==> src/rtseq_consts.vh <==
// Constants for the reset and time-out sequencer.
`ifndef RTSEQ_CONSTS_VH
`define RTSEQ_CONSTS_VH
`define RTSEQ_IDX_POWER_CONTROL_REG       12'h08E
`define RTSEQ_ADDR_POWER_CONTROL_REG      12'h238
`define RTSEQ_ADDR_STATUS    12'h090
`define RTSEQ_ADDR_CONFIG    12'h094
`define RTSEQ_ADDR_STATE     12'h098
`define RTSEQ_POWER_CONTROL_REG_BOR_BIT   0
`define RTSEQ_POWER_CONTROL_REG_POR_BIT   1
`define RTSEQ_ST_PD_BIT      3
`define RTSEQ_ST_TO_BIT      4
`define RTSEQ_STATUS_RESET   8'h18
`define RTSEQ_CONFIG_RESET   8'h10
`define RTSEQ_POWERUP_TIMER_MS        64
`define RTSEQ_CLK_MHZ        125
`define RTSEQ_POWERUP_TIMER_CYCLES    (`RTSEQ_POWERUP_TIMER_MS * 1000 * `RTSEQ_CLK_MHZ)
`define RTSEQ_OST_PERIODS    1024
`define RTSEQ_FILT_CYCLES    8
`define RTSEQ_BOR_CYCLES     16
`endif

==> src/rtseq_top.v <==
// Reset sequencer: sources, filters, start-up timers and cause flags with APB access.
//
// What this block does
// - Hold the core in reset while the power-on detector reports low supply.
// - Filter the external reset input so short glitches are ignored.
// - Watchdog reset acts only internally and never drives the reset pin.
// - Pin enable 0 means internal reset only; 1 means active-low pin reset.
// - Enable a weak pull-up on the pin while it serves as reset input.
// - Power-up timer gives 64 ms, triggered only by power-on or brown-out.
// - Keep the core in reset while the power-up timer runs.
// - Power-up timer disable bit: 1 disables the timer, 0 enables it.
// - Two-bit brown-out mode; value 10 disables detection during sleep only.
// - Brown-out reset when supply stays low longer than the minimum duration.
// - After a power-on or brown-out reset wait for supply above threshold, then the power-up timer.
// - A brown-out during the power-up timer restarts it from zero.
// - Crystal start-up timer starts after the power-up timer expires (after the supply wait if the timer is disabled), or on wake.
// - Crystal modes add 1024 oscillator periods after power-up, brown-out, wake.
// - Non-crystal modes add no crystal delay; no delay at all on wake.
// - Time-outs run regardless of the pin; late pin release starts at once.
// - Power-control register holds brown-out flag bit 0, power-on flag bit 1.
// - Brown-out flag writable to 1, cleared by brown-out reset.
// - Power-on flag cleared by power-on reset only; software writes 1.
// - Timeout and power-down flags are set per reset cause.
// - Status loads 0001 1xxx on power-up resets, uuu0 0uuu on watchdog wake from sleep, 000q quuu otherwise.
//
// Register access over APB was chosen for this implementation.
`include "rtseq_consts.vh"
`timescale 1ns/1ps
`default_nettype none

module rtseq_top #(
  parameter [31:0] POWERUP_TIMER_CYCLES = `RTSEQ_POWERUP_TIMER_CYCLES,
  parameter [15:0] OSC_DIV     = 16'h0004
) (
  input  wire        clock,
  input  wire        reset,
  input  wire        psel,
  input  wire        penable,
  input  wire        pwrite,
  input  wire [11:0] paddr,
  input  wire [31:0] pwdata,
  output wire [31:0] prdata,
  output wire        pready,
  output wire        pslverr,
  input  wire        supply_ok_por,
  input  wire        supply_above_bor,
  input  wire        pin_level_in,
  output wire        pin_pullup_en,
  output wire        pin_out,
  output wire        pin_oe,
  input  wire        watchdog_reset,
  input  wire        watchdog_wake,
  input  wire        sleep_active,
  input  wire        ext_reset_pin_enable,
  input  wire        powerup_timer_disable,
  input  wire [1:0]  brownout_mode_field,
  output reg         core_reset
);

  ////////////////////////////////////////////////////////////////////////////
  localparam [2:0] ST_POR  = 3'h0;
  localparam [2:0] ST_BOR  = 3'h1;
  localparam [2:0] ST_POWERUP_TIMER = 3'h2;
  localparam [2:0] ST_OST  = 3'h3;
  localparam [2:0] ST_HOLD = 3'h4;
  localparam [2:0] ST_RUN  = 3'h5;
  localparam [2:0] ST_WAKE = 3'h6;

  reg  [1:0]  sync_por;
  reg  [1:0]  sync_bor;
  reg  [1:0]  sync_pin;
  reg  [1:0]  sync_wdr;
  reg  [1:0]  sync_wdw;
  reg  [3:0]  filt_cnt;
  reg         pin_low_filt;
  reg  [4:0]  bor_cnt;
  reg  [2:0]  state;
  reg  [31:0] powerup_timer_cnt;
  reg  [10:0] ost_cnt;
  reg  [15:0] osc_div_cnt;
  reg         por_flag;
  reg         bor_flag;
  reg         to_flag;
  reg         pd_flag;
  reg  [2:0]  status_upper;
  reg  [1:0]  clock_mode;
  reg         wdr_prev;
  reg         wdw_prev;
  reg         pin_prev;
  reg  [31:0] rdata;

  wire por_low     = ~sync_por[1];
  wire bor_enabled = (brownout_mode_field == 2'h1) | (brownout_mode_field == 2'h3) |
                     ((brownout_mode_field == 2'h2) & ~sleep_active);
  wire bor_event   = bor_enabled & (bor_cnt == `RTSEQ_BOR_CYCLES);
  wire pin_reset   = ext_reset_pin_enable & pin_low_filt;
  wire wdr_event   = sync_wdr[1] & ~wdr_prev;
  wire wdw_event   = sync_wdw[1] & ~wdw_prev;
  wire pin_event   = pin_reset & ~pin_prev;
  wire is_crystal  = (clock_mode == 2'h1);
  wire osc_tick    = (osc_div_cnt == OSC_DIV - 16'h0001);
  wire powerup_timer_on     = ~powerup_timer_disable;
  // A disabled pin reads as released, so re-enabling it cannot replay an old low level.
  wire pin_seen    = sync_pin[1] | ~ext_reset_pin_enable;

  // Weak pull-up and pin drive: watchdog never pulls the pin low.
  assign pin_pullup_en = ext_reset_pin_enable;
  assign pin_out       = 1'b0;
  assign pin_oe        = 1'b0;

  ////////////////////////////////////////////////////////////////////////////
  // Two-flop synchronisers for the external levels.
  always @(posedge clock) begin
    if (reset) begin
      sync_por <= 2'h0;
      sync_bor <= 2'h0;
      sync_pin <= 2'h3;
      sync_wdr <= 2'h0;
      sync_wdw <= 2'h0;
    end else begin
      sync_por <= {sync_por[0], supply_ok_por};
      sync_bor <= {sync_bor[0], supply_above_bor};
      sync_pin <= {sync_pin[0], pin_level_in};
      sync_wdr <= {sync_wdr[0], watchdog_reset};
      sync_wdw <= {sync_wdw[0], watchdog_wake};
    end
  end

  // Glitch filter on the pin and minimum-duration filter on brown-out.
  always @(posedge clock) begin
    if (reset) begin
      filt_cnt     <= 4'h0;
      pin_low_filt <= 1'b0;
      bor_cnt      <= 5'h00;
      wdr_prev     <= 1'b0;
      wdw_prev     <= 1'b0;
      pin_prev     <= 1'b0;
    end else begin
      wdr_prev <= sync_wdr[1];
      wdw_prev <= sync_wdw[1];
      pin_prev <= pin_reset;
      if (pin_seen == pin_low_filt) begin
        if (filt_cnt == `RTSEQ_FILT_CYCLES - 1) begin
          filt_cnt     <= 4'h0;
          pin_low_filt <= ~pin_seen;
        end else begin
          filt_cnt <= filt_cnt + 4'h1;
        end
      end else begin
        filt_cnt <= 4'h0;
      end
      if (sync_bor[1] | ~bor_enabled) begin
        bor_cnt <= 5'h00;
      end else if (bor_cnt != `RTSEQ_BOR_CYCLES) begin
        bor_cnt <= bor_cnt + 5'h01;
      end
    end
  end

  // Oscillator period divider for the crystal start-up count.
  always @(posedge clock) begin
    if (reset | osc_tick) begin
      osc_div_cnt <= 16'h0000;
    end else begin
      osc_div_cnt <= osc_div_cnt + 16'h0001;
    end
  end

  ////////////////////////////////////////////////////////////////////////////
  // Sequence: power-on, brown-out wait, power-up timer, crystal timer, run.
  always @(posedge clock) begin
    if (reset) begin
      state    <= ST_POR;
      powerup_timer_cnt <= 32'h0;
      ost_cnt  <= 11'h000;
    end else if (por_low) begin
      state    <= ST_POR;
      powerup_timer_cnt <= 32'h0;
    end else if (bor_event) begin
      state    <= ST_BOR;
      powerup_timer_cnt <= 32'h0;
    end else begin
      case (state)
        ST_POR, ST_BOR: begin
          powerup_timer_cnt <= 32'h0;
          ost_cnt  <= 11'h000;
          if (sync_bor[1] | ~bor_enabled) begin
            if (powerup_timer_on) begin
              state <= ST_POWERUP_TIMER;
            end else if (is_crystal) begin
              state <= ST_OST;
            end else begin
              state <= ST_HOLD;
            end
          end
        end
        ST_POWERUP_TIMER: begin
          if (~sync_bor[1] & bor_enabled) begin
            powerup_timer_cnt <= 32'h0;
          end else if (powerup_timer_cnt == POWERUP_TIMER_CYCLES - 1) begin
            state   <= is_crystal ? ST_OST : ST_HOLD;
            ost_cnt <= 11'h000;
          end else begin
            powerup_timer_cnt <= powerup_timer_cnt + 32'h1;
          end
        end
        ST_OST, ST_WAKE: begin
          if (ost_cnt == `RTSEQ_OST_PERIODS) begin
            state <= ST_HOLD;
          end else if (osc_tick) begin
            ost_cnt <= ost_cnt + 11'h001;
          end
        end
        ST_HOLD: begin
          if (~pin_reset) begin
            state <= ST_RUN;
          end
        end
        ST_RUN: begin
          if (pin_reset | wdr_event) begin
            state <= ST_HOLD;
          end else if (wdw_event & is_crystal) begin
            state   <= ST_WAKE;
            ost_cnt <= 11'h000;
          end
        end
        default: state <= ST_POR;
      endcase
    end
  end

  // Core reset leaves on a clock edge once everything is quiet.
  always @(posedge clock) begin
    if (reset) begin
      core_reset <= 1'b1;
    end else begin
      core_reset <= ~((state == ST_RUN) | (state == ST_WAKE)) | por_low | pin_reset |
                    (state == ST_WAKE);
    end
  end

  ////////////////////////////////////////////////////////////////////////////
  // Cause flags and APB writes; hardware events win over software writes.
  wire apb_wr = psel & penable & pwrite;

  always @(posedge clock) begin
    if (reset) begin
      por_flag     <= 1'b0;
      bor_flag     <= 1'b0;
      to_flag      <= 1'b1;
      pd_flag      <= 1'b1;
      status_upper <= 3'h0;
      clock_mode   <= 2'h0;
    end else begin
      if (apb_wr & (paddr == `RTSEQ_ADDR_POWER_CONTROL_REG)) begin
        if (pwdata[`RTSEQ_POWER_CONTROL_REG_POR_BIT]) por_flag <= 1'b1;
        if (pwdata[`RTSEQ_POWER_CONTROL_REG_BOR_BIT]) bor_flag <= 1'b1;
      end
      if (apb_wr & (paddr == `RTSEQ_ADDR_STATUS)) begin
        status_upper <= pwdata[7:5];
      end
      if (apb_wr & (paddr == `RTSEQ_ADDR_CONFIG)) begin
        clock_mode <= pwdata[1:0];
      end
      if (por_low) begin
        por_flag     <= 1'b0;
        to_flag      <= 1'b1;
        pd_flag      <= 1'b1;
        status_upper <= 3'h0;
      end else if (bor_event) begin
        bor_flag     <= 1'b0;
        to_flag      <= 1'b1;
        pd_flag      <= 1'b1;
        status_upper <= 3'h0;
      end else if (wdw_event & sleep_active) begin
        to_flag <= 1'b0;
        pd_flag <= 1'b0;
      end else if (wdr_event) begin
        to_flag      <= 1'b0;
        status_upper <= 3'h0;
      end else if (pin_event) begin
        status_upper <= 3'h0;
        if (sleep_active) begin
          to_flag <= 1'b1;
          pd_flag <= 1'b0;
        end
      end
    end
  end

  ////////////////////////////////////////////////////////////////////////////
  // APB read decode; zero-wait answers, unmapped addresses read zero with error.
  always @* begin
    case (paddr)
      `RTSEQ_ADDR_POWER_CONTROL_REG:   rdata = {30'h0, por_flag, bor_flag};
      `RTSEQ_ADDR_STATUS: rdata = {24'h0, status_upper, to_flag, pd_flag, 3'h0};
      `RTSEQ_ADDR_CONFIG: rdata = {30'h0, clock_mode};
      `RTSEQ_ADDR_STATE:  rdata = {24'h0, powerup_timer_on, brownout_mode_field, ext_reset_pin_enable,
                                   core_reset, state};
      default:            rdata = 32'h0;
    endcase
  end

  assign prdata  = rdata;
  assign pready  = 1'b1;
  assign pslverr = psel & penable & (paddr != `RTSEQ_ADDR_POWER_CONTROL_REG) &
                   (paddr != `RTSEQ_ADDR_STATUS) & (paddr != `RTSEQ_ADDR_CONFIG) &
                   (paddr != `RTSEQ_ADDR_STATE);

endmodule // rtseq_top

`default_nettype wire

==> config.mk <==
export PLATFORM = sky130hd
export DESIGN_NAME = rtseq_top
export DESIGN_NICKNAME = d
export VERILOG_FILES = /design/src/rtseq_top.v
export VERILOG_INCLUDE_DIRS = /design/src
export SDC_FILE = /design/constraint.sdc
export NUM_CORES = 1
export LEC_CHECK = 0
export BUFFER_PORTS_ARGS = -buffer_cell sky130_fd_sc_hd__buf_2
export CORE_ASPECT_RATIO = 0.8
export CORE_UTILIZATION = 45
export DETAILED_ROUTE_END_ITERATION = 10
export PLACE_DENSITY = 0.66
export SLEW_MARGIN = 10
export SYNTH_ARGS = -nofsm -noshare
export SYNTH_HDL_FRONTEND = slang
export SYNTH_SLANG_ARGS = --single-unit
==> constraint.sdc <==
create_clock -name clock -period 2.5 [get_ports clock]
set_input_delay 0.375 -clock clock [delete_from_list [all_inputs] [get_ports clock]]
set_output_delay 0.375 -clock clock [all_outputs]
set_load 0.01 [all_outputs]
==> flow_metrics.env, run 1 <==
export IMPL_grt_use_total_pct=21.6
export IMPL_cts_tree="yes"
export IMPL_vias=4792
export IMPL_power_switching_uw=737
export IMPL_timing_rr_end="ost_cnt[9]"
export IMPL_grt_pass1_vias=4238
export IMPL_cts_sinks=95
export IMPL_async_flop_share_pct=0
export IMPL_start_util_pct=46.7
export IMPL_fin_crit_sh_pct=94.9
export IMPL_post_route_util_pct=52.3
export IMPL_power_internal_mw=2.40
export IMPL_comb_power_share_pct=5.4
export IMPL_finalSetupTns_ns=0
export IMPL_chipWidth_microns=121
export IMPL_crit_slowest_cell="or4_1"
export IMPL_clkTransAtPathRegs_ns=0.07
export IMPL_antenna_found_initial=0
export IMPL_multiInputGateArea_sq_um=2910
export IMPL_path_class="reg -> reg"
export IMPL_fin_ws_ns=0.129
export IMPL_dp_cells=804
export IMPL_synthDistinctLibCells=67
export IMPL_ant_nets=0
export IMPL_drc_errors=0
export IMPL_n_antenna_cell=0
export IMPL_cp_required_ns=2.78
export IMPL_muxShareOfSynthArea_pct=0.781
export IMPL_crit_arrival_ns=2.65
export IMPL_synth_simple_gate_area_share_pct=30.0
export IMPL_path_max_fanout=3
export IMPL_path_cells="a21bo_1 -> or4_4 -> a311oi_4 -> o21ai_2 -> or4_1 -> a21oi_1"
export IMPL_synthTopCellsByArea="dfxtp_1 37%, a21oi_1 4.5%, nor2_1 4.2%"
export IMPL_first_pass_iters=5
export IMPL_final_max_slew_viol_count=0
export IMPL_ys_warnings_count=0
export IMPL_layout_common_cells="95 x dfxtp_1, 56 x nor2_1, 47 x nand2_1"
export IMPL_power_frac_clock_pct=45.4
export IMPL_fin_nets=737
export IMPL_power_frac_seq_pct=49.2
export IMPL_ys_ff_latch=95
export IMPL_synth_xor_area_share_pct=3.25
export IMPL_tightest_slew_ns=0.759
export IMPL_slew_headroom_pct=49.1
export IMPL_max_vdd_ir_drop_uv=334
export IMPL_hold_class="in -> reg"
export IMPL_netlist_area_sq_um=5120
export IMPL_fill_cells=1034
export IMPL_clock_skew_final_ns=0.0120
export IMPL_hold_path_depth=2
export IMPL_r2r_slack_ns=0.13
export IMPL_final_seq_area_sq_um=1900
export IMPL_cts_setup_buffers=0
export IMPL_min_period_ns=2.37
export IMPL_setup_violations=0
export IMPL_insertion_delay_ns=0.36
export IMPL_grt_setup_unrepaired="no"
export IMPL_avgViaCountPerCell=5.84
export IMPL_portBuffers=42
export IMPL_holdPathEnd="sync_pin[0]"
export IMPL_hpwl_mm=8.89
export IMPL_area_delta_synth_final_pct=12.0
export IMPL_p_leak_nw=2.03
export IMPL_cts_buffers=9
export IMPL_ff2ff_path_depth=6
export IMPL_synth_top_family_by_area="simple AND/OR/NAND/NOR gates"
export IMPL_cpPeakStageDelay_ns=0.52
export IMPL_maxCapViolCount=0
export IMPL_place_congestion=0.890
export IMPL_grt_pass1_wl_mm=20.5
export IMPL_yosys_area_top_type="dfxtp_1"
export IMPL_cts_hold_buf=0
export IMPL_ys_dominant_reg_cell="dfxtp_1"
export IMPL_mostFrequentLayoutCell="dfxtp_1"
export IMPL_avgSynthCellArea_sq_um=8.19
export IMPL_synth_edf_count=0
export IMPL_yosysSeqAreaShare_pct=37.1
export IMPL_ioPinCount=97
export IMPL_fin_total_pwr_mw=3.14
export IMPL_synth_fa_ha_area_share_pct=1.71
export IMPL_die_area_sq_um=11800
export IMPL_p_sw_share_pct=23.5
export IMPL_core_area_sq_um=11000
export IMPL_crit_path_end_kind="flop"
export IMPL_powerDensity_nw_per_um2=547
export IMPL_drive_above_1_share_pct=16.6
export IMPL_dr_first_iter_drc_count=288
export IMPL_grt_max_degree=38
export IMPL_wl_per_cell_microns=15.2
export IMPL_root_buffer="clkbuf_16"
export IMPL_hold_viol=0
export IMPL_clk_path_buf_depth=2
export IMPL_postSynthCellCount=626
export IMPL_gr_total_overflow=0
export IMPL_status="complete, no violations"
export IMPL_path_delay_family="simple AND/OR/NAND/NOR gates"
export IMPL_pre_cts_ws_ns=-0.0111
export IMPL_die_y_microns=97.5
export IMPL_fmax_ghz=0.422
export IMPL_num_rows=34
export IMPL_wl_mm=12.5
export IMPL_timing_rr_start="state[0]"
export IMPL_stdcell_count=820
export IMPL_worst_path_buf_inv=0
export IMPL_synth_compound_area_share_pct=18.7
export IMPL_netlist_area_leader_share_pct=37.1
export IMPL_hold_start="pin_level_in"
export IMPL_critPathLaunchType="flop"
export IMPL_htree_levels=3
how the worst max path moves through the flow:
stage / start / end / slack, ns / cells after the start
6_report: state[0] / ost_cnt[9] / 0.13 / 6
5_1_grt: state[0] / ost_cnt[9] / 0.04 / 6
4_1_cts: paddr[6] / prdata[0] / 0.10 / 8
3_5_place_dp: state[1] / powerup_timer_cnt[3] / -0.01 / 6
3_3_place_gp: ext_reset_pin_enable / ost_cnt[10] / 0.09 / 7
2_1_floorplan: state[0] / ost_cnt[10] / 0.22 / 7
metal layers:
layer	vias up	track usage, %	part of all wire (%)
met4	0	6.65	1.1
met1	2277	30.8	49
met2	169	32.2	43
met3	15	4.75	7.2
met5	-	0	0
li1	2331	-	-
cell usage after synthesis (all sizes together), types with 6 or more instances:
cell	n
a31oi	10
and4	7
or2	6
ha	7
nor4b	6
and3	15
inv	15
xnor2	9
clkbuf	24
nand2	47
nor4	12
or4	8
xor2	10
nor2	58
a211oi	7
a311oi	9
and2	8
nand4b	7
nor3	22
buf	33
nor2b	14
a21oi	46
nand3	28
or3	8
nand2b	7
nand4	19
dfxtp	95
o21ai	39
stage by stage:
step | hold slack (ns) | instance area, sq um
finish | 0.227 | 5740
CTS | 0.222 | 5730
global route | 0.218 | 5740
global placement | 0.425 | 5420
detailed placement | 0.425 | 5420
floorplan | 0.389 | 5220
final cells by class:
type | instances | share of cell area, %
tap | 144 | 3.14
multi-input combinational | 484 | 50.6
inverter | 15 | 0.981
clock inverter | 6 | 1.18
sequential | 95 | 33.1
clock buffer | 10 | 4.16
timing repair buffer | 66 | 6.80
flip-flops by register name, indices dropped and copies added (netlist names):
signal and flops:
sync_wdr 2, to_flag 1, pin_low_filt 1, por_flag 1
filt_cnt 4, status_upper 3, pin_prev 1, pd_flag 1
bor_flag 1, wdw_prev 1, bor_cnt 5, wdr_prev 1
sync_wdw 2, ost_cnt 11, osc_div_cnt 16, state 3
sync_bor 2, sync_por 2, powerup_timer_cnt 32, sync_pin 2
clock_mode 2, core_reset 1
worst reg2reg max path: stages (launching register included):
cell and delay, ns:
dfxtp_1 0.36, a21bo_1 0.25, or4_4 0.51, a311oi_4 0.37, o21ai_2 0.13, or4_1 0.52
a21oi_1 0.16
cells by family (layout without fill, tap and decap cells):
| logic type | count (synthesis) | in the layout |
|---|---|---|
| other cells | 2 | 27 |
| xor+xnor | 19 | 19 |
| fa+ha+maj | 7 | 7 |
| flops | 95 | 95 |
| mux | 4 | 4 |
| compound gates | 147 | 147 |
| simple gates | 280 | 280 |
| buf+inv | 72 | 97 |
repair_timing:
item / 4_1_cts / 5_1_grt
endpoints found under the hold margin: 0 / 0
resized for setup: 1 / 4
endpoints found under the setup margin: 4 / 7
power by group through the flow:
stage	combinational (mW)	sequential, mW	clock, mW
global placement	0.163	1.58	0
detailed placement	0.168	1.58	0
CTS	0.168	1.54	1.44
finish	0.170	1.54	1.43
floorplan	0.140	1.57	0
global route	0.189	1.54	1.51
No activity file was read; power rests on OpenSTA's default activity.
==> run 2, diff against run 1 <==
REMOVE_ABC_BUFFERS = 1   (was default)
==> flow_metrics.env, run 2 (synthesis gave the netlist of run 1 again) <==
export IMPL_hold_viol=0
export IMPL_avgViaCountPerCell=5.77
export IMPL_die_y_microns=97.5
export IMPL_slew_headroom_pct=49.8
export IMPL_crit_slowest_cell="dfxtp_1"
export IMPL_post_route_util_pct=52.1
export IMPL_vias=4722
export IMPL_holdWs_ns=0.213
export IMPL_first_pass_iters=5
export IMPL_timing_rr_end="powerup_timer_cnt[24]"
export IMPL_core_area_sq_um=11000
export IMPL_pre_cts_ws_ns=0.0138
export IMPL_area_delta_synth_final_pct=11.7
export IMPL_wl_mm=12.5
export IMPL_wl_per_cell_microns=15.3
export IMPL_top_register="powerup_timer_cnt"
export IMPL_grt_pass1_vias=4254
export IMPL_setup_violations=0
export IMPL_chipWidth_microns=121
export IMPL_tightest_slew_ns=0.748
export IMPL_clkTransAtPathRegs_ns=0.07
export IMPL_wl_met2_mm=5.45
export IMPL_layout_common_cells="95 x dfxtp_1, 57 x nor2_1, 47 x nand2_1"
export IMPL_fmax_ghz=0.425
export IMPL_path_cells="ha_1 -> nand4_1 -> or2_2 -> nor3_4 -> nand2b_1 -> nor2_1 -> o221a_2"
export IMPL_cts_buffers=9
export IMPL_timing_rr_start="powerup_timer_cnt[1]"
export IMPL_num_rows=34
export IMPL_drive_above_1_share_pct=15.9
export IMPL_n_antenna_cell=0
export IMPL_grt_setup_unrepaired="no"
export IMPL_top_regs="powerup_timer_cnt (32), osc_div_cnt (16), ost_cnt (11)"
export IMPL_path_delay_family="simple AND/OR/NAND/NOR gates"
export IMPL_placed_cell_area_sq_um=5400
export IMPL_p_leak_nw=2.04
export IMPL_htree_levels=3
export IMPL_path_max_fanout=7
export IMPL_clock_skew_final_ns=0.0103
export IMPL_portBuffers=42
export IMPL_antenna_found_initial=0
export IMPL_path_class="reg -> reg"
export IMPL_wl_met3_microns=854
export IMPL_powerDensity_nw_per_um2=547
export IMPL_cts_sinks=95
export IMPL_hpwl_mm=8.94
export IMPL_hold_start="pin_level_in"
export IMPL_wl_met1_mm=6.12
export IMPL_root_buffer="clkbuf_16"
export IMPL_crit_path_end_kind="flop"
export IMPL_place_congestion=0.865
export IMPL_final_max_slew_viol_count=0
export IMPL_grt_pass1_wl_mm=20.5
export IMPL_start_util_pct=46.7
export IMPL_fin_crit_sh_pct=94.1
export IMPL_holdPathEnd="sync_pin[0]"
export IMPL_fin_ws_ns=0.147
export IMPL_grt_use_total_pct=21.7
export IMPL_gr_total_overflow=0
export IMPL_fin_nets=735
export IMPL_clk_path_buf_depth=2
export IMPL_postLayoutCellArea_sq_um=5720
export IMPL_finalSetupTns_ns=0
export IMPL_max_vdd_ir_drop_uv=491
export IMPL_min_period_ns=2.35
export IMPL_ff2ff_path_depth=7
export IMPL_cts_setup_buffers=0
export IMPL_dr_first_iter_drc_count=327
export IMPL_cp_required_ns=2.74
export IMPL_insertion_delay_ns=0.35
export IMPL_hold_path_depth=2
export IMPL_ioPinCount=97
export IMPL_maxCapViolCount=0
export IMPL_mostFrequentLayoutCell="dfxtp_1"
export IMPL_ant_nets=0
export IMPL_crit_arrival_ns=2.59
export IMPL_cpPeakStageDelay_ns=0.42
export IMPL_drc_errors=0
export IMPL_hold_class="in -> reg"
export IMPL_largest_reg_flops=32
export IMPL_cts_tree="yes"
export IMPL_worst_path_buf_inv=0
export IMPL_top_layer_used="met4"
export IMPL_r2r_slack_ns=0.15
export IMPL_grt_max_degree=38
export IMPL_critPathLaunchType="flop"
export IMPL_die_area_sq_um=11800
export IMPL_status="complete, no violations"
run 2: cell count changes in the layout (fill, tap and decap cells not counted), sizes merged:
cell | previous run | this run
clkbuf | 10 | 12
buf | 66 | 64
inv | 17 | 15
run 2: final cells by class:
cell class              count  area (sq um)
fillers                  1043          5250
well taps                 144           180
multi-input cells         484          2900
flip-flops and latches     95          1900
repair buffers             64           375
inverters                  15          56.3
clock inverters             4          53.8
clock buffers              12           256
run 2: repair_timing:
action | in CTS | in global routing
endpoints found under the setup margin | 0 | 19
gates resized for setup | 0 | 3
hold buffers | 0 | 0
run 2: power breakdown:
group / internal, mW / switching [mW]
clock network: 0.832 / 0.586
registers: 1.53 / 0.0120
logic: 0.0608 / 0.107
total: 2.42 / 0.705
run 2: worst reg2reg max path, cell delays in order (launching register included):
cell	delay (ns)
dfxtp_1	0.42
ha_1	0.28
nand4_1	0.17
or2_2	0.36
nor3_4	0.29
nand2b_1	0.37
nor2_1	0.09
o221a_2	0.27
run 2: per-stage QoR:
stage	total power [mW]	cells
2_1_floorplan	1.67	594
3_3_place_gp	1.74	802
3_5_place_dp	1.74	802
4_1_cts	3.16	818
5_1_grt	3.24	818
6_report	3.13	818
run 2: routing by layer:
metal	global-route usage, %	up-vias
li1	-	2325
met3	5.11	6
met4	6.65	0
met2	32.7	169
met5	0	-
met1	30.5	2222
run 2: how the worst max path moves through the flow:
| stage | start | end | slack, ns | depth (start not counted) |
|---|---|---|---|---|
| floorplan | state[1] | powerup_timer_cnt[3] | 0.17 | 6 |
| global placement | ext_reset_pin_enable | ost_cnt[10] | 0.07 | 7 |
| detailed placement | state[0] | powerup_timer_cnt[3] | 0.01 | 7 |
| CTS | state[0] | powerup_timer_cnt[3] | 0.02 | 7 |
| global route | powerup_timer_cnt[1] | powerup_timer_cnt[7] | 0.02 | 7 |
| finish | powerup_timer_cnt[1] | powerup_timer_cnt[24] | 0.15 | 7 |
